**src/lin_sbc_pkg.sv**
```systemverilog
// Purpose: Shared constants for the LIN companion register bank
// Assumes: 250 MHz system clock, 8-bit registers, 5-bit addresses
// Notes: Offsets, reset values, masks and timing counts live here
package lin_sbc_pkg;
  localparam int unsigned ADDR_W = 5;
  localparam int unsigned DATA_W = 8;
  // Register offsets
  localparam logic [4:0] OFF_DEV_CFG = 5'h03;
  localparam logic [4:0] OFF_DEV_CTRL = 5'h04;
  localparam logic [4:0] OFF_TMP_SHDN = 5'h05;
  localparam logic [4:0] OFF_WDG_TRIG = 5'h06;
  localparam logic [4:0] OFF_LSD_DATA = 5'h07;
  localparam logic [4:0] OFF_DIAG_LO = 5'h08;
  localparam logic [4:0] OFF_DIAG_MID = 5'h09;
  // Reset values
  localparam logic [7:0] RST_DEV_CFG = 8'h0F;
  localparam logic [7:0] RST_DEV_CTRL = 8'h01;
  localparam logic [7:0] RST_TMP_SHDN = 8'h00;
  localparam logic [7:0] RST_LSD_DATA = 8'h00;
  localparam logic [7:0] RST_DIAG_LO = 8'h03;
  localparam logic [7:0] RST_DIAG_MID = 8'h00;
  // Implemented bits; everything else reads zero
  localparam logic [7:0] MASK_DEV_CFG = 8'h0F;
  localparam logic [7:0] MASK_DEV_CTRL = 8'h01;
  localparam logic [7:0] MASK_TMP_SHDN = 8'h01;
  localparam logic [7:0] MASK_LSD_DATA = 8'hFF;
  localparam logic [7:0] MASK_DIAG_LO = 8'hDF;
  localparam logic [7:0] MASK_DIAG_MID = 8'h03;
  // Field positions
  localparam int unsigned BIT_LIN_EN = 3;
  localparam int unsigned BIT_TSD = 0;
  localparam int unsigned BIT_TRIG = 0;
  localparam int unsigned DG_SUPPLY_UV = 0;
  localparam int unsigned DG_REG_UV = 1;
  localparam int unsigned DG_HOT_RESET = 2;
  localparam int unsigned DG_HOT_WARN = 3;
  localparam int unsigned DG_SUPPLY_OV = 4;
  localparam int unsigned DG_WAKE = 6;
  localparam int unsigned DG_WDG_TMO = 7;
  localparam int unsigned DG_TX_STUCK = 0;
  localparam int unsigned DG_TSD = 1;
  // Command byte layout
  localparam int unsigned CMD_RD_BIT = 7;
  localparam int unsigned CMD_LEN_HI = 6;
  localparam int unsigned CMD_LEN_LO = 5;
  // Timing
  localparam int unsigned CLK_PERIOD_NS = 4;
  localparam int unsigned SLOW_CLK_HZ = 128000;
  localparam int unsigned TRIG_CLR_SLOW_CYC = 2;
  localparam int unsigned TRIG_CLR_CYC =
    (TRIG_CLR_SLOW_CYC * 1000000000 / SLOW_CLK_HZ) / CLK_PERIOD_NS;
  localparam int unsigned TX_TIMEOUT_MS = 1000;
  localparam int unsigned TX_TIMEOUT_CYC =
    TX_TIMEOUT_MS * (1000000 / CLK_PERIOD_NS);
  typedef enum logic [1:0] {SP_CMD, SP_WRITE, SP_READ, SP_DONE} sp_state_t;
endpackage

```
**src/lin_sbc_regs.sv**
```systemverilog
// Purpose: Control and diagnosis register bank behind the serial port
// Assumes: Serial port mode entry is decoded outside (sp_frame_i)
// Notes: vcc_rstn_i resets regulator-domain registers, rstn_i the rest
// Notes on behaviour
// - Seven byte registers at offsets 03 to 09, reached serially
// - Offset 03 bit 3 enables transceiver
// - Offset 04 resets to 01 on supply
// - Offset 05 bit 0 requests temporary shutdown
// - Trigger outside open window raises reset
// - Trigger restarts counter, bit self-clears quickly
// - Offset 07 byte is read-write, resets zero
// - Offset 08 holds low diag byte, 03
// - Offset 09 holds mid diag byte, zero
// - Supply undervoltage flag sticky until read
// - Regulator undervoltage flag sticky until read
// - Overheat reset flag cleared by read
// - Overheat warning flag cleared by read
// - Supply overvoltage flag cleared by read
// - Remote wakeup flag; bit 5 reserved
// - Watchdog timeout flag cleared by read
// - Transmit low over one second flagged
// - Entering temporary shutdown flagged, read-cleared
// - Command byte: direction, length, address, increment
module lin_sbc_regs #(
  parameter int unsigned TX_TIMEOUT_CYC = lin_sbc_pkg::TX_TIMEOUT_CYC
) (
  input wire logic mclk_i,
  input wire logic rstn_i,
  input wire logic vcc_rstn_i,
  input wire logic sp_frame_i,
  input wire logic scl_i,
  input wire logic sda_i,
  output logic sda_o,
  output logic sda_oe_n_o,
  input wire logic wdg_window_open_i,
  input wire logic supply_uv_i,
  input wire logic regulator_uv_i,
  input wire logic overheat_i,
  input wire logic overheat_warn_i,
  input wire logic supply_ov_i,
  input wire logic remote_wake_i,
  input wire logic wdg_timeout_i,
  output logic lin_tx_enable_o,
  output logic device_control_o,
  output logic temp_shutdown_o,
  output logic [7:0] low_side_data_o,
  output logic wdg_restart_o,
  output logic reset_req_o,
  output logic [7:0] diag_low_o,
  output logic [7:0] diag_mid_o
);
  localparam int unsigned TXC_W = $clog2(TX_TIMEOUT_CYC + 1);
  localparam int unsigned TRC_W = $clog2(lin_sbc_pkg::TRIG_CLR_CYC + 1);
  localparam logic [TXC_W-1:0] TX_LIMIT = TXC_W'(TX_TIMEOUT_CYC);
  localparam logic [TRC_W-1:0] TRIG_LIMIT =
    TRC_W'(lin_sbc_pkg::TRIG_CLR_CYC);

  lin_sbc_pkg::sp_state_t state_q;
  lin_sbc_pkg::sp_state_t state_d;
  logic [4:0] addr_q;
  logic [3:0] left_q;
  logic [7:0] cfg_q;
  logic [7:0] ctrl_q;
  logic [7:0] tsd_q;
  logic [7:0] lsd_q;
  logic trig_q;
  logic [TRC_W-1:0] trig_cnt_q;
  logic tsd_prev_q;
  logic [TXC_W-1:0] tx_low_cnt_q;
  logic restart_q;
  logic reset_req_q;
  logic [7:0] rx_byte;
  logic rx_valid;
  logic tx_take;
  logic [7:0] rd_data;
  logic wr_stb;
  logic [7:0] diag_lo;
  logic [7:0] diag_mid;
  logic [7:0] lo_set;
  logic [1:0] mid_set;
  logic [7:0] lo_clr;
  logic [1:0] mid_clr;
  logic trig_wr;
  logic tx_stuck;
  logic byte_done;

  // Register read view; reserved bits and unmapped offsets read zero
  function automatic logic [7:0] rd_value(input logic [4:0] a,
    input logic [7:0] cfg, input logic [7:0] ctl, input logic [7:0] tsd,
    input logic [7:0] lsd, input logic [7:0] dlo, input logic [7:0] dmi);
    logic [7:0] v;
    v = 8'h00;
    case (a)
      lin_sbc_pkg::OFF_DEV_CFG: v = cfg & lin_sbc_pkg::MASK_DEV_CFG;
      lin_sbc_pkg::OFF_DEV_CTRL: v = ctl & lin_sbc_pkg::MASK_DEV_CTRL;
      lin_sbc_pkg::OFF_TMP_SHDN: v = tsd & lin_sbc_pkg::MASK_TMP_SHDN;
      lin_sbc_pkg::OFF_LSD_DATA: v = lsd;
      lin_sbc_pkg::OFF_DIAG_LO: v = dlo & lin_sbc_pkg::MASK_DIAG_LO;
      lin_sbc_pkg::OFF_DIAG_MID: v = dmi & lin_sbc_pkg::MASK_DIAG_MID;
      default: v = 8'h00; // Trigger is write-only
    endcase
    return v;
  endfunction

  lin_sbc_sp_shift u_shift (
    .mclk_i(mclk_i),
    .rstn_i(rstn_i),
    .frame_i(sp_frame_i),
    .scl_i(scl_i),
    .sda_i(sda_i),
    .tx_en_i(state_q == lin_sbc_pkg::SP_READ),
    .tx_byte_i(rd_data),
    .sda_o(sda_o),
    .tx_take_o(tx_take),
    .rx_byte_o(rx_byte),
    .rx_valid_o(rx_valid)
  );

  // Decode of the serial access
  assign rd_data = rd_value(addr_q, cfg_q, ctrl_q, tsd_q, lsd_q,
    diag_lo, diag_mid);
  assign wr_stb = rx_valid & (state_q == lin_sbc_pkg::SP_WRITE);
  assign byte_done = rx_valid & (state_q != lin_sbc_pkg::SP_CMD);
  assign trig_wr = wr_stb & (addr_q == lin_sbc_pkg::OFF_WDG_TRIG) &
    rx_byte[lin_sbc_pkg::BIT_TRIG];
  assign sda_oe_n_o = ~(sp_frame_i & (state_q == lin_sbc_pkg::SP_READ));

  // Frame sequencer: command, then 1/2/4/8 data bytes
  always_comb begin
    state_d = state_q;
    case (state_q)
      lin_sbc_pkg::SP_CMD: begin
        if (rx_valid) begin
          state_d = rx_byte[lin_sbc_pkg::CMD_RD_BIT] ?
            lin_sbc_pkg::SP_READ : lin_sbc_pkg::SP_WRITE;
        end
      end
      lin_sbc_pkg::SP_WRITE, lin_sbc_pkg::SP_READ: begin
        if (byte_done && left_q == 4'h1) begin
          state_d = lin_sbc_pkg::SP_DONE;
        end
      end
      lin_sbc_pkg::SP_DONE: state_d = lin_sbc_pkg::SP_DONE;
      default: state_d = lin_sbc_pkg::SP_CMD;
    endcase
  end

  // Address and byte count; further bytes use the next address
  always_ff @(posedge mclk_i) begin
    if (!rstn_i || !sp_frame_i) begin
      state_q <= lin_sbc_pkg::SP_CMD;
      addr_q <= 5'h00;
      left_q <= 4'h0;
    end else begin
      state_q <= state_d;
      if (rx_valid && state_q == lin_sbc_pkg::SP_CMD) begin
        addr_q <= rx_byte[4:0];
        left_q <= 4'h1 << {rx_byte[lin_sbc_pkg::CMD_LEN_HI],
          rx_byte[lin_sbc_pkg::CMD_LEN_LO]};
      end else if (byte_done) begin
        addr_q <= addr_q + 5'h01;
        left_q <= left_q - 4'h1;
      end
    end
  end

  // Regulator-domain registers, loaded on the VCC reset
  always_ff @(posedge mclk_i) begin
    if (!vcc_rstn_i) begin
      cfg_q <= lin_sbc_pkg::RST_DEV_CFG;
      tsd_q <= lin_sbc_pkg::RST_TMP_SHDN;
      lsd_q <= lin_sbc_pkg::RST_LSD_DATA;
    end else if (wr_stb) begin
      if (addr_q == lin_sbc_pkg::OFF_DEV_CFG) begin
        cfg_q <= rx_byte & lin_sbc_pkg::MASK_DEV_CFG;
      end
      if (addr_q == lin_sbc_pkg::OFF_TMP_SHDN) begin
        tsd_q <= rx_byte & lin_sbc_pkg::MASK_TMP_SHDN;
      end
      if (addr_q == lin_sbc_pkg::OFF_LSD_DATA) begin
        lsd_q <= rx_byte & lin_sbc_pkg::MASK_LSD_DATA;
      end
    end
  end

  // Supply-domain control register
  always_ff @(posedge mclk_i) begin
    if (!rstn_i) begin
      ctrl_q <= lin_sbc_pkg::RST_DEV_CTRL;
    end else if (wr_stb && addr_q == lin_sbc_pkg::OFF_DEV_CTRL) begin
      ctrl_q <= rx_byte & lin_sbc_pkg::MASK_DEV_CTRL;
    end
  end

  // Trigger bit self-clears after TRIG_LIMIT cycles, just inside two slow-clock periods
  always_ff @(posedge mclk_i) begin
    if (!vcc_rstn_i) begin
      trig_q <= 1'b0;
      trig_cnt_q <= '0;
      restart_q <= 1'b0;
      reset_req_q <= 1'b0;
    end else begin
      restart_q <= trig_wr;
      reset_req_q <= trig_wr & ~wdg_window_open_i;
      if (trig_wr) begin
        trig_q <= 1'b1;
        trig_cnt_q <= '0;
      end else if (trig_q) begin
        trig_cnt_q <= trig_cnt_q + 1'b1;
        if (trig_cnt_q == TRIG_LIMIT - 1'b1) begin
          trig_q <= 1'b0;
        end
      end
    end
  end

  // Transmit-low timer; the shared pin only counts outside a frame
  assign tx_stuck = (tx_low_cnt_q == TX_LIMIT);
  always_ff @(posedge mclk_i) begin
    if (!rstn_i || sp_frame_i || sda_i) begin
      tx_low_cnt_q <= '0;
    end else if (!tx_stuck) begin
      tx_low_cnt_q <= tx_low_cnt_q + 1'b1;
    end
  end

  // Edge detect for shutdown entry
  always_ff @(posedge mclk_i) begin
    if (!rstn_i) begin
      tsd_prev_q <= 1'b0;
    end else begin
      tsd_prev_q <= tsd_q[lin_sbc_pkg::BIT_TSD];
    end
  end

  // Flag events; a read clears only the bits it returned
  always_comb begin
    lo_set = 8'h00;
    lo_set[lin_sbc_pkg::DG_SUPPLY_UV] = supply_uv_i;
    lo_set[lin_sbc_pkg::DG_REG_UV] = regulator_uv_i;
    lo_set[lin_sbc_pkg::DG_HOT_RESET] = overheat_i;
    lo_set[lin_sbc_pkg::DG_HOT_WARN] = overheat_warn_i;
    lo_set[lin_sbc_pkg::DG_SUPPLY_OV] = supply_ov_i;
    lo_set[lin_sbc_pkg::DG_WAKE] = remote_wake_i;
    lo_set[lin_sbc_pkg::DG_WDG_TMO] = wdg_timeout_i;
    mid_set = 2'h0;
    mid_set[lin_sbc_pkg::DG_TX_STUCK] = tx_stuck;
    mid_set[lin_sbc_pkg::DG_TSD] = tsd_q[lin_sbc_pkg::BIT_TSD] &
      ~tsd_prev_q;
  end
  assign lo_clr = (tx_take && addr_q == lin_sbc_pkg::OFF_DIAG_LO) ?
    rd_data : 8'h00;
  assign mid_clr = (tx_take && addr_q == lin_sbc_pkg::OFF_DIAG_MID) ?
    rd_data[1:0] : 2'h0;

  lin_sbc_sticky #(
    .W(8),
    .RST(lin_sbc_pkg::RST_DIAG_LO),
    .MASK(lin_sbc_pkg::MASK_DIAG_LO)
  ) u_diag_lo (
    .mclk_i(mclk_i),
    .rstn_i(rstn_i),
    .set_i(lo_set),
    .clr_i(lo_clr),
    .q_o(diag_lo)
  );

  lin_sbc_sticky #(
    .W(8),
    .RST(lin_sbc_pkg::RST_DIAG_MID),
    .MASK(lin_sbc_pkg::MASK_DIAG_MID)
  ) u_diag_mid (
    .mclk_i(mclk_i),
    .rstn_i(rstn_i),
    .set_i({6'h00, mid_set}),
    .clr_i({6'h00, mid_clr}),
    .q_o(diag_mid)
  );

  // Block outputs straight from registers
  assign lin_tx_enable_o = cfg_q[lin_sbc_pkg::BIT_LIN_EN];
  assign device_control_o = ctrl_q[0];
  assign temp_shutdown_o = tsd_q[lin_sbc_pkg::BIT_TSD];
  assign low_side_data_o = lsd_q;
  assign wdg_restart_o = restart_q;
  assign reset_req_o = reset_req_q;
  assign diag_low_o = diag_lo;
  assign diag_mid_o = diag_mid;

  // Checks on the register bank
  AST_WDG_RESET: assert property (@(posedge mclk_i) disable iff (!vcc_rstn_i)
    trig_wr && !wdg_window_open_i |=> reset_req_o)
    else $error("early or late trigger did not raise reset");
  AST_WDG_NO_RESET: assert property (@(posedge mclk_i)
    disable iff (!vcc_rstn_i)
    trig_wr && wdg_window_open_i |=> !reset_req_o && wdg_restart_o)
    else $error("in-window trigger mishandled");
  AST_TRIG_CLEAR: assert property (@(posedge mclk_i) disable iff (!vcc_rstn_i)
    trig_q |-> trig_cnt_q < TRIG_LIMIT)
    else $error("trigger bit held too long");
  AST_LIN_EN: assert property (@(posedge mclk_i) disable iff (!vcc_rstn_i)
    wr_stb && addr_q == lin_sbc_pkg::OFF_DEV_CFG
    |=> lin_tx_enable_o == $past(rx_byte[lin_sbc_pkg::BIT_LIN_EN]))
    else $error("transceiver enable not written");
  AST_STICKY: assert property (@(posedge mclk_i) disable iff (!rstn_i)
    diag_lo[lin_sbc_pkg::DG_SUPPLY_UV] && !lo_clr[0]
    |=> diag_lo[lin_sbc_pkg::DG_SUPPLY_UV])
    else $error("undervoltage flag lost without a read");
  AST_SET_WINS: assert property (@(posedge mclk_i) disable iff (!rstn_i)
    regulator_uv_i |=> diag_lo[lin_sbc_pkg::DG_REG_UV])
    else $error("regulator flag not set");
  AST_READ_CLEAR: assert property (@(posedge mclk_i) disable iff (!rstn_i)
    lo_clr[lin_sbc_pkg::DG_HOT_RESET] && !overheat_i
    |=> !diag_lo[lin_sbc_pkg::DG_HOT_RESET])
    else $error("read did not clear overheat flag");
  AST_RESERVED: assert property (@(posedge mclk_i) disable iff (!rstn_i)
    !diag_lo[5] && diag_mid[7:2] == 6'h00 && cfg_q[7:4] == 4'h0)
    else $error("reserved bit set");
  AST_TSD_FLAG: assert property (@(posedge mclk_i) disable iff (!rstn_i)
    $rose(temp_shutdown_o) |=> diag_mid[lin_sbc_pkg::DG_TSD])
    else $error("shutdown entry not flagged");
  AST_TX_STUCK: assert property (@(posedge mclk_i) disable iff (!rstn_i)
    tx_stuck |=> diag_mid[lin_sbc_pkg::DG_TX_STUCK])
    else $error("stuck transmit not flagged");
  AST_ADDR_INC: assert property (@(posedge mclk_i)
    disable iff (!rstn_i || !sp_frame_i)
    byte_done |=> addr_q == $past(addr_q) + 5'h01)
    else $error("address did not advance");
endmodule

```
**src/lin_sbc_sp_shift.sv**
```systemverilog
// Purpose: Bit engine of the two-wire serial port
// Assumes: Serial clock and data already synchronous to mclk_i
// Notes: Samples on falling serial clock, drives on rising edge
module lin_sbc_sp_shift (
  input wire logic mclk_i,
  input wire logic rstn_i,
  input wire logic frame_i,
  input wire logic scl_i,
  input wire logic sda_i,
  input wire logic tx_en_i,
  input wire logic [7:0] tx_byte_i,
  output logic sda_o,
  output logic tx_take_o,
  output logic [7:0] rx_byte_o,
  output logic rx_valid_o
);
  logic scl_q;
  logic [2:0] cnt_q;
  logic [7:0] rx_q;
  logic [7:0] tx_q;
  logic fall;
  logic rise;

  assign fall = scl_q & ~scl_i;
  assign rise = ~scl_q & scl_i;
  assign tx_take_o = frame_i & rise & tx_en_i & (cnt_q == 3'h0);
  assign rx_byte_o = {rx_q[6:0], sda_i};
  assign rx_valid_o = frame_i & fall & (cnt_q == 3'h7);
  assign sda_o = tx_q[7];

  // Edge history and bit counter; idle frame restarts the byte
  always_ff @(posedge mclk_i) begin
    if (!rstn_i || !frame_i) begin
      scl_q <= 1'b0;
      cnt_q <= 3'h0;
      rx_q <= 8'h00;
    end else begin
      scl_q <= scl_i;
      if (fall) begin
        cnt_q <= cnt_q + 3'h1;
        rx_q <= rx_byte_o;
      end
    end
  end

  // Transmit shifter, MSB first, moved on rising serial clock
  always_ff @(posedge mclk_i) begin
    if (!rstn_i || !frame_i) begin
      tx_q <= 8'hFF;
    end else if (tx_take_o) begin
      tx_q <= tx_byte_i;
    end else if (rise && tx_en_i) begin
      tx_q <= {tx_q[6:0], 1'b1};
    end
  end
endmodule

```
**src/lin_sbc_sticky.sv**
```systemverilog
// Purpose: Bank of sticky event flags, cleared by a read
// Assumes: Synchronous active-low reset
// Notes: A set in the clearing cycle wins, so no event is lost
module lin_sbc_sticky #(
  parameter int unsigned W = 8,
  parameter logic [W-1:0] RST = '0,
  parameter logic [W-1:0] MASK = '1
) (
  input wire logic mclk_i,
  input wire logic rstn_i,
  input wire logic [W-1:0] set_i,
  input wire logic [W-1:0] clr_i,
  output logic [W-1:0] q_o
);
  logic [W-1:0] flag_q;
  logic [W-1:0] flag_d;

  // Set dominates clear; unmasked bits stay zero
  assign flag_d = ((flag_q & ~clr_i) | set_i) & MASK;
  assign q_o = flag_q;

  always_ff @(posedge mclk_i) begin
    if (!rstn_i) begin
      flag_q <= RST;
    end else begin
      flag_q <= flag_d;
    end
  end
endmodule

```
**config.mk**
```make
export PLATFORM = sky130hd
export DESIGN_NAME = lin_sbc_regs
export DESIGN_NICKNAME = d
export VERILOG_FILES = /design/src/lin_sbc_pkg.sv /design/src/lin_sbc_regs.sv /design/src/lin_sbc_sp_shift.sv /design/src/lin_sbc_sticky.sv
export SDC_FILE = /design/constraint.sdc
export NUM_CORES = 1
export LEC_CHECK = 0
export BUFFER_PORTS_ARGS = -buffer_cell sky130_fd_sc_hd__buf_2
export CORE_MARGIN = 2
export CORE_UTILIZATION = 39
export CTS_CLUSTER_SIZE = 28
export DETAILED_ROUTE_END_ITERATION = 16
export GPL_TIMING_DRIVEN = 0
export PLACE_DENSITY_LB_ADDON = 0.08
export SLEW_MARGIN = 20
export SYNTH_ARGS = -nofsm -noshare
export SYNTH_HDL_FRONTEND = slang
export SYNTH_HIERARCHICAL = 1
export SYNTH_SLANG_ARGS = --single-unit
```
**constraint.sdc**
```tcl
create_clock -name mclk_i -period 2.4 [get_ports mclk_i]
set_clock_uncertainty 0.05 [all_clocks]
set_input_delay 0.48 -clock mclk_i [delete_from_list [all_inputs] [get_ports mclk_i]]
set_output_delay 0.48 -clock mclk_i [all_outputs]
set_load 0.005 [all_outputs]
```
==> metrics list <==
- Minimum hold slack: 0.210 ns
- Number of input and output port buffers inserted: 37
- Area added between synthesis and finish: 13.8%
* Cts bufs inserted: 9
- Endpoints failing hold: 0
- Along the worst path, the maximum fanout reaches 9.
* DRC violations left: 0
- After layout, the minimum clock period comes to about 2.2 ns.
- Data on the critical path is required at its endpoint by between 2 and 3 ns.
- Cells with a size suffix above 1 make up 15.2% of the layout.
- The most critical setup path has its startpoint at addr_q[4]$_SDFFE_PP0P_.
- Summed over all layers, the global routing overflow is 0.
- Critical Path End: u_diag_lo/q_o[0]$_SDFF_PN1_
- The startpoint identified for the worst register-to-register timing path is addr_q[4]$_SDFFE_PP0P_.
- At the placement stage, the worst setup path has a slack of about 0.17 ns.
* Final Total Pwr: 2.58 mW
* Ordered list of cells on the worst path: clkbuf_1, nor3b_1, and2_1, clkbuf_1, nand2_1, nor3_1, nand2b_1, nand3b_1
* CTS Root Buffer Type: sky130_fd_sc_hd__clkbuf_8
* DR vias/cell: about 5
* FF-to-FF End: u_diag_lo/q_o[0]$_SDFF_PN1_
* Number of core rows: 38
- Count of nets left with antenna violations after detail routing: 0
- Entering global routing, the biggest net connects 17 pins.
* Launching element type of the critical path: flip-flop
* Number of sinks on the clock net: 84
* Leakage power: about 1.8 nW
- Each instance of the synthesized netlist takes up on average between 8 and 9 um2.
* Post-CTS setup buffer count: 0
- CTS clock-pin slew for the worst setup and hold paths: around 0.090 ns
- Among the stages of the critical path, the cell type that occurs most often is sky130_fd_sc_hd__clkbuf_1.
- DPL Wire Length: 7.59 mm
- The initial antenna violation count was 0.
- Slew at the pin with the worst max-slew slack: 0.519 ns
* Maximum Capacitance Violations: 0
- For this block, the via count after detailed routing is 3,426.
- Setup slack closes at 0.221 ns.
- PostCTS Resize Cnt: 0
- Measured against its own limit, the worst slew margin works out to between 60% and 70%.
- The clock passes through at most 2 buffers.
- The floorplan step defined a die boundary enclosing between 10,000 and 15,000 um2.
* Instance count after placement with tap cells included: between 600 and 700
- For this design, the CTS-stage hold fixing added 0 buffers.
- Crit share post-route: around nine tenths
- The flow ran to the end, and the final reports show no timing, DRC or antenna violations.
- For this design the top-level I/O count stands at between 40 and 50.
- The finished cells cover between 4000 and 5000 um2.
- For flop-to-flop paths, the worst setup slack is about 0.22 ns.
- Core region area: ~11,000 um2
* Cell at the slowest stage of the critical path: sky130_fd_sc_hd__nor3b_1
- Cells fill approximately 45% of the core in the end.
- R2r worst-path depth: 8
* Average detailed-routed wire length per instance: approximately 15 um
* Post-Syn Instances: between 400 and 500
* Delay of the slowest critical-path stage: ~0.33 ns
- Pwr/cell area: between 500 and 600 nW/um2
- Maximum clock frequency: ~460 MHz
* Global-route wire length before repair: 16.3 mm
* Peak ir drop on the vdd network: 0.000330 V
* Count of placed standard cells in the final layout, fillers left out: 680
* Maximum level of the CTS H-tree: 3
- Cell area after technology mapping: around 4300 um2
* Starting utilization of the core area: 39.6%
- Post-route setup TNS: 0 ns
- Antenna cell count: 0
* Die extent in x: approximately 110 um
- TritonCTS built the clock tree.
- Vertical extent of the die: about 110 um
* Placed cell areas: approximately 4600 um2
- For this block, the routed nets add up to between 10 and 15 mm of wire.
* Min-Delay Path Class: primary input to flip-flop
- Setup violations remaining at the end of the flow were counted as 0.
- Final-report max-slew violation count: 0
* Iteration count of the initial detailed-routing pass: 4
* Number of global-route vias before repair: between 3,000 and 4,000
- Type of the worst setup path: flip-flop to flip-flop
- Data on the critical path arrives at its endpoint at 2.38 ns.
- Ys Warns: 6
- At the end of the flow, the number of nets in the layout was 564.
- The worst setup path is captured at a flip-flop.
* RSZ-0062 raised after global routing: no
* DR iter-0 viols: 223
- Aggregate global-route resource usage: between 10% and 20%
* Clk_lat worst skew: roughly 0.37 ns
- At the end of routability-driven placement, the weighted congestion stood at about 0.79.
[placed cells by master, fill, tap and decap left out, types with 3 or more instances in the layout]
cell                       instances
sky130_fd_sc_hd__dfxtp_1          84
sky130_fd_sc_hd__nor2_1           55
sky130_fd_sc_hd__nand2_1          46
sky130_fd_sc_hd__buf_2            38
sky130_fd_sc_hd__nor2b_1          26
sky130_fd_sc_hd__mux2i_1          19
sky130_fd_sc_hd__inv_1            18
sky130_fd_sc_hd__a21oi_1          16
sky130_fd_sc_hd__ha_1             15
sky130_fd_sc_hd__nand4_1          14
sky130_fd_sc_hd__o21ai_0          14
sky130_fd_sc_hd__xnor2_1          12
sky130_fd_sc_hd__xor2_1           11
sky130_fd_sc_hd__buf_4            11
sky130_fd_sc_hd__clkbuf_1         10
sky130_fd_sc_hd__a211oi_1          9
sky130_fd_sc_hd__clkbuf_8          9
sky130_fd_sc_hd__a22o_1            8
sky130_fd_sc_hd__nor3_1            8
sky130_fd_sc_hd__o21ai_1           8
sky130_fd_sc_hd__nand3_1           7
sky130_fd_sc_hd__o21a_1            7
sky130_fd_sc_hd__conb_1            7
sky130_fd_sc_hd__and4b_1           7
sky130_fd_sc_hd__and2_1            6
sky130_fd_sc_hd__nand2b_1          6
sky130_fd_sc_hd__and3_1            6
sky130_fd_sc_hd__and4_1            5
sky130_fd_sc_hd__a22oi_1           5
sky130_fd_sc_hd__nor4b_1           4
sky130_fd_sc_hd__nor3b_1           4
sky130_fd_sc_hd__nand3b_1          4
sky130_fd_sc_hd__buf_1             3
[layer usage]
layer / wire, um / up-vias / global-route usage [%]
met4: 80 / 0 / 5.49
met3: 424 / 6 / 3.74
met5: 0 / - / 0
met1: 5250 / 1593 / 26.8
li1: - / 1768 / -
met2: 4390 / 59 / 26.5
[area by class of cell]
type / instances / area [um2]
flip-flops and latches: 84 / 1680
inverters: 18 / 67.6
well taps: 140 / 175
fillers: 1130 / 5900
multi-input cells: 357 / 2360
clock inverters: 7 / 85.1
clock buffers: 9 / 124
plain buffers: 28 / 164
repair buffers: 37 / 185
[where the power goes]
part	leakage [nW]	switching [mW]	internal, mW
combinational	1.04	0.0509	0.0404
clock	0.0995	0.585	0.499
sequential	0.679	0.00647	1.40
[state kept, by name, indices dropped and copies added, names as in the netlist, 2 cells and up]
register,cells
u_shift/tx_q,8
u_diag_lo/q_o,7
low_side_data_o,8
u_diag_mid/q_o,2
u_shift/cnt_q,3
tx_low_cnt_q,28
u_shift/rx_q,7
cfg_q,4
left_q,4
addr_q,5
state_q,2
[worst min-delay path by stage]
stage	slack (ns)	to	start	depth (start not counted)
2_1_floorplan	0.39	cfg_q[0]$_SDFFE_PN1P_	cfg_q[0]$_SDFFE_PN1P_	2
5_1_grt	0.19	reset_req_o$_SDFF_PN0_	wdg_window_open_i	2
4_1_cts	0.19	reset_req_o$_SDFF_PN0_	wdg_window_open_i	2
6_report	0.21	reset_req_o$_SDFF_PN0_	wdg_window_open_i	2
3_3_place_gp	0.40	cfg_q[2]$_SDFFE_PN1P_	cfg_q[2]$_SDFFE_PN1P_	2
3_5_place_dp	0.41	cfg_q[1]$_SDFFE_PN1P_	cfg_q[1]$_SDFFE_PN1P_	2
[critical path: cells and delay by family, from the launching register on]
family	cells	cell delay, ns
DFF	1	0.31
buffers and inverters	2	0.48
and+or+nand+nor	6	1.23
Power figures use the tool's default switching activity.
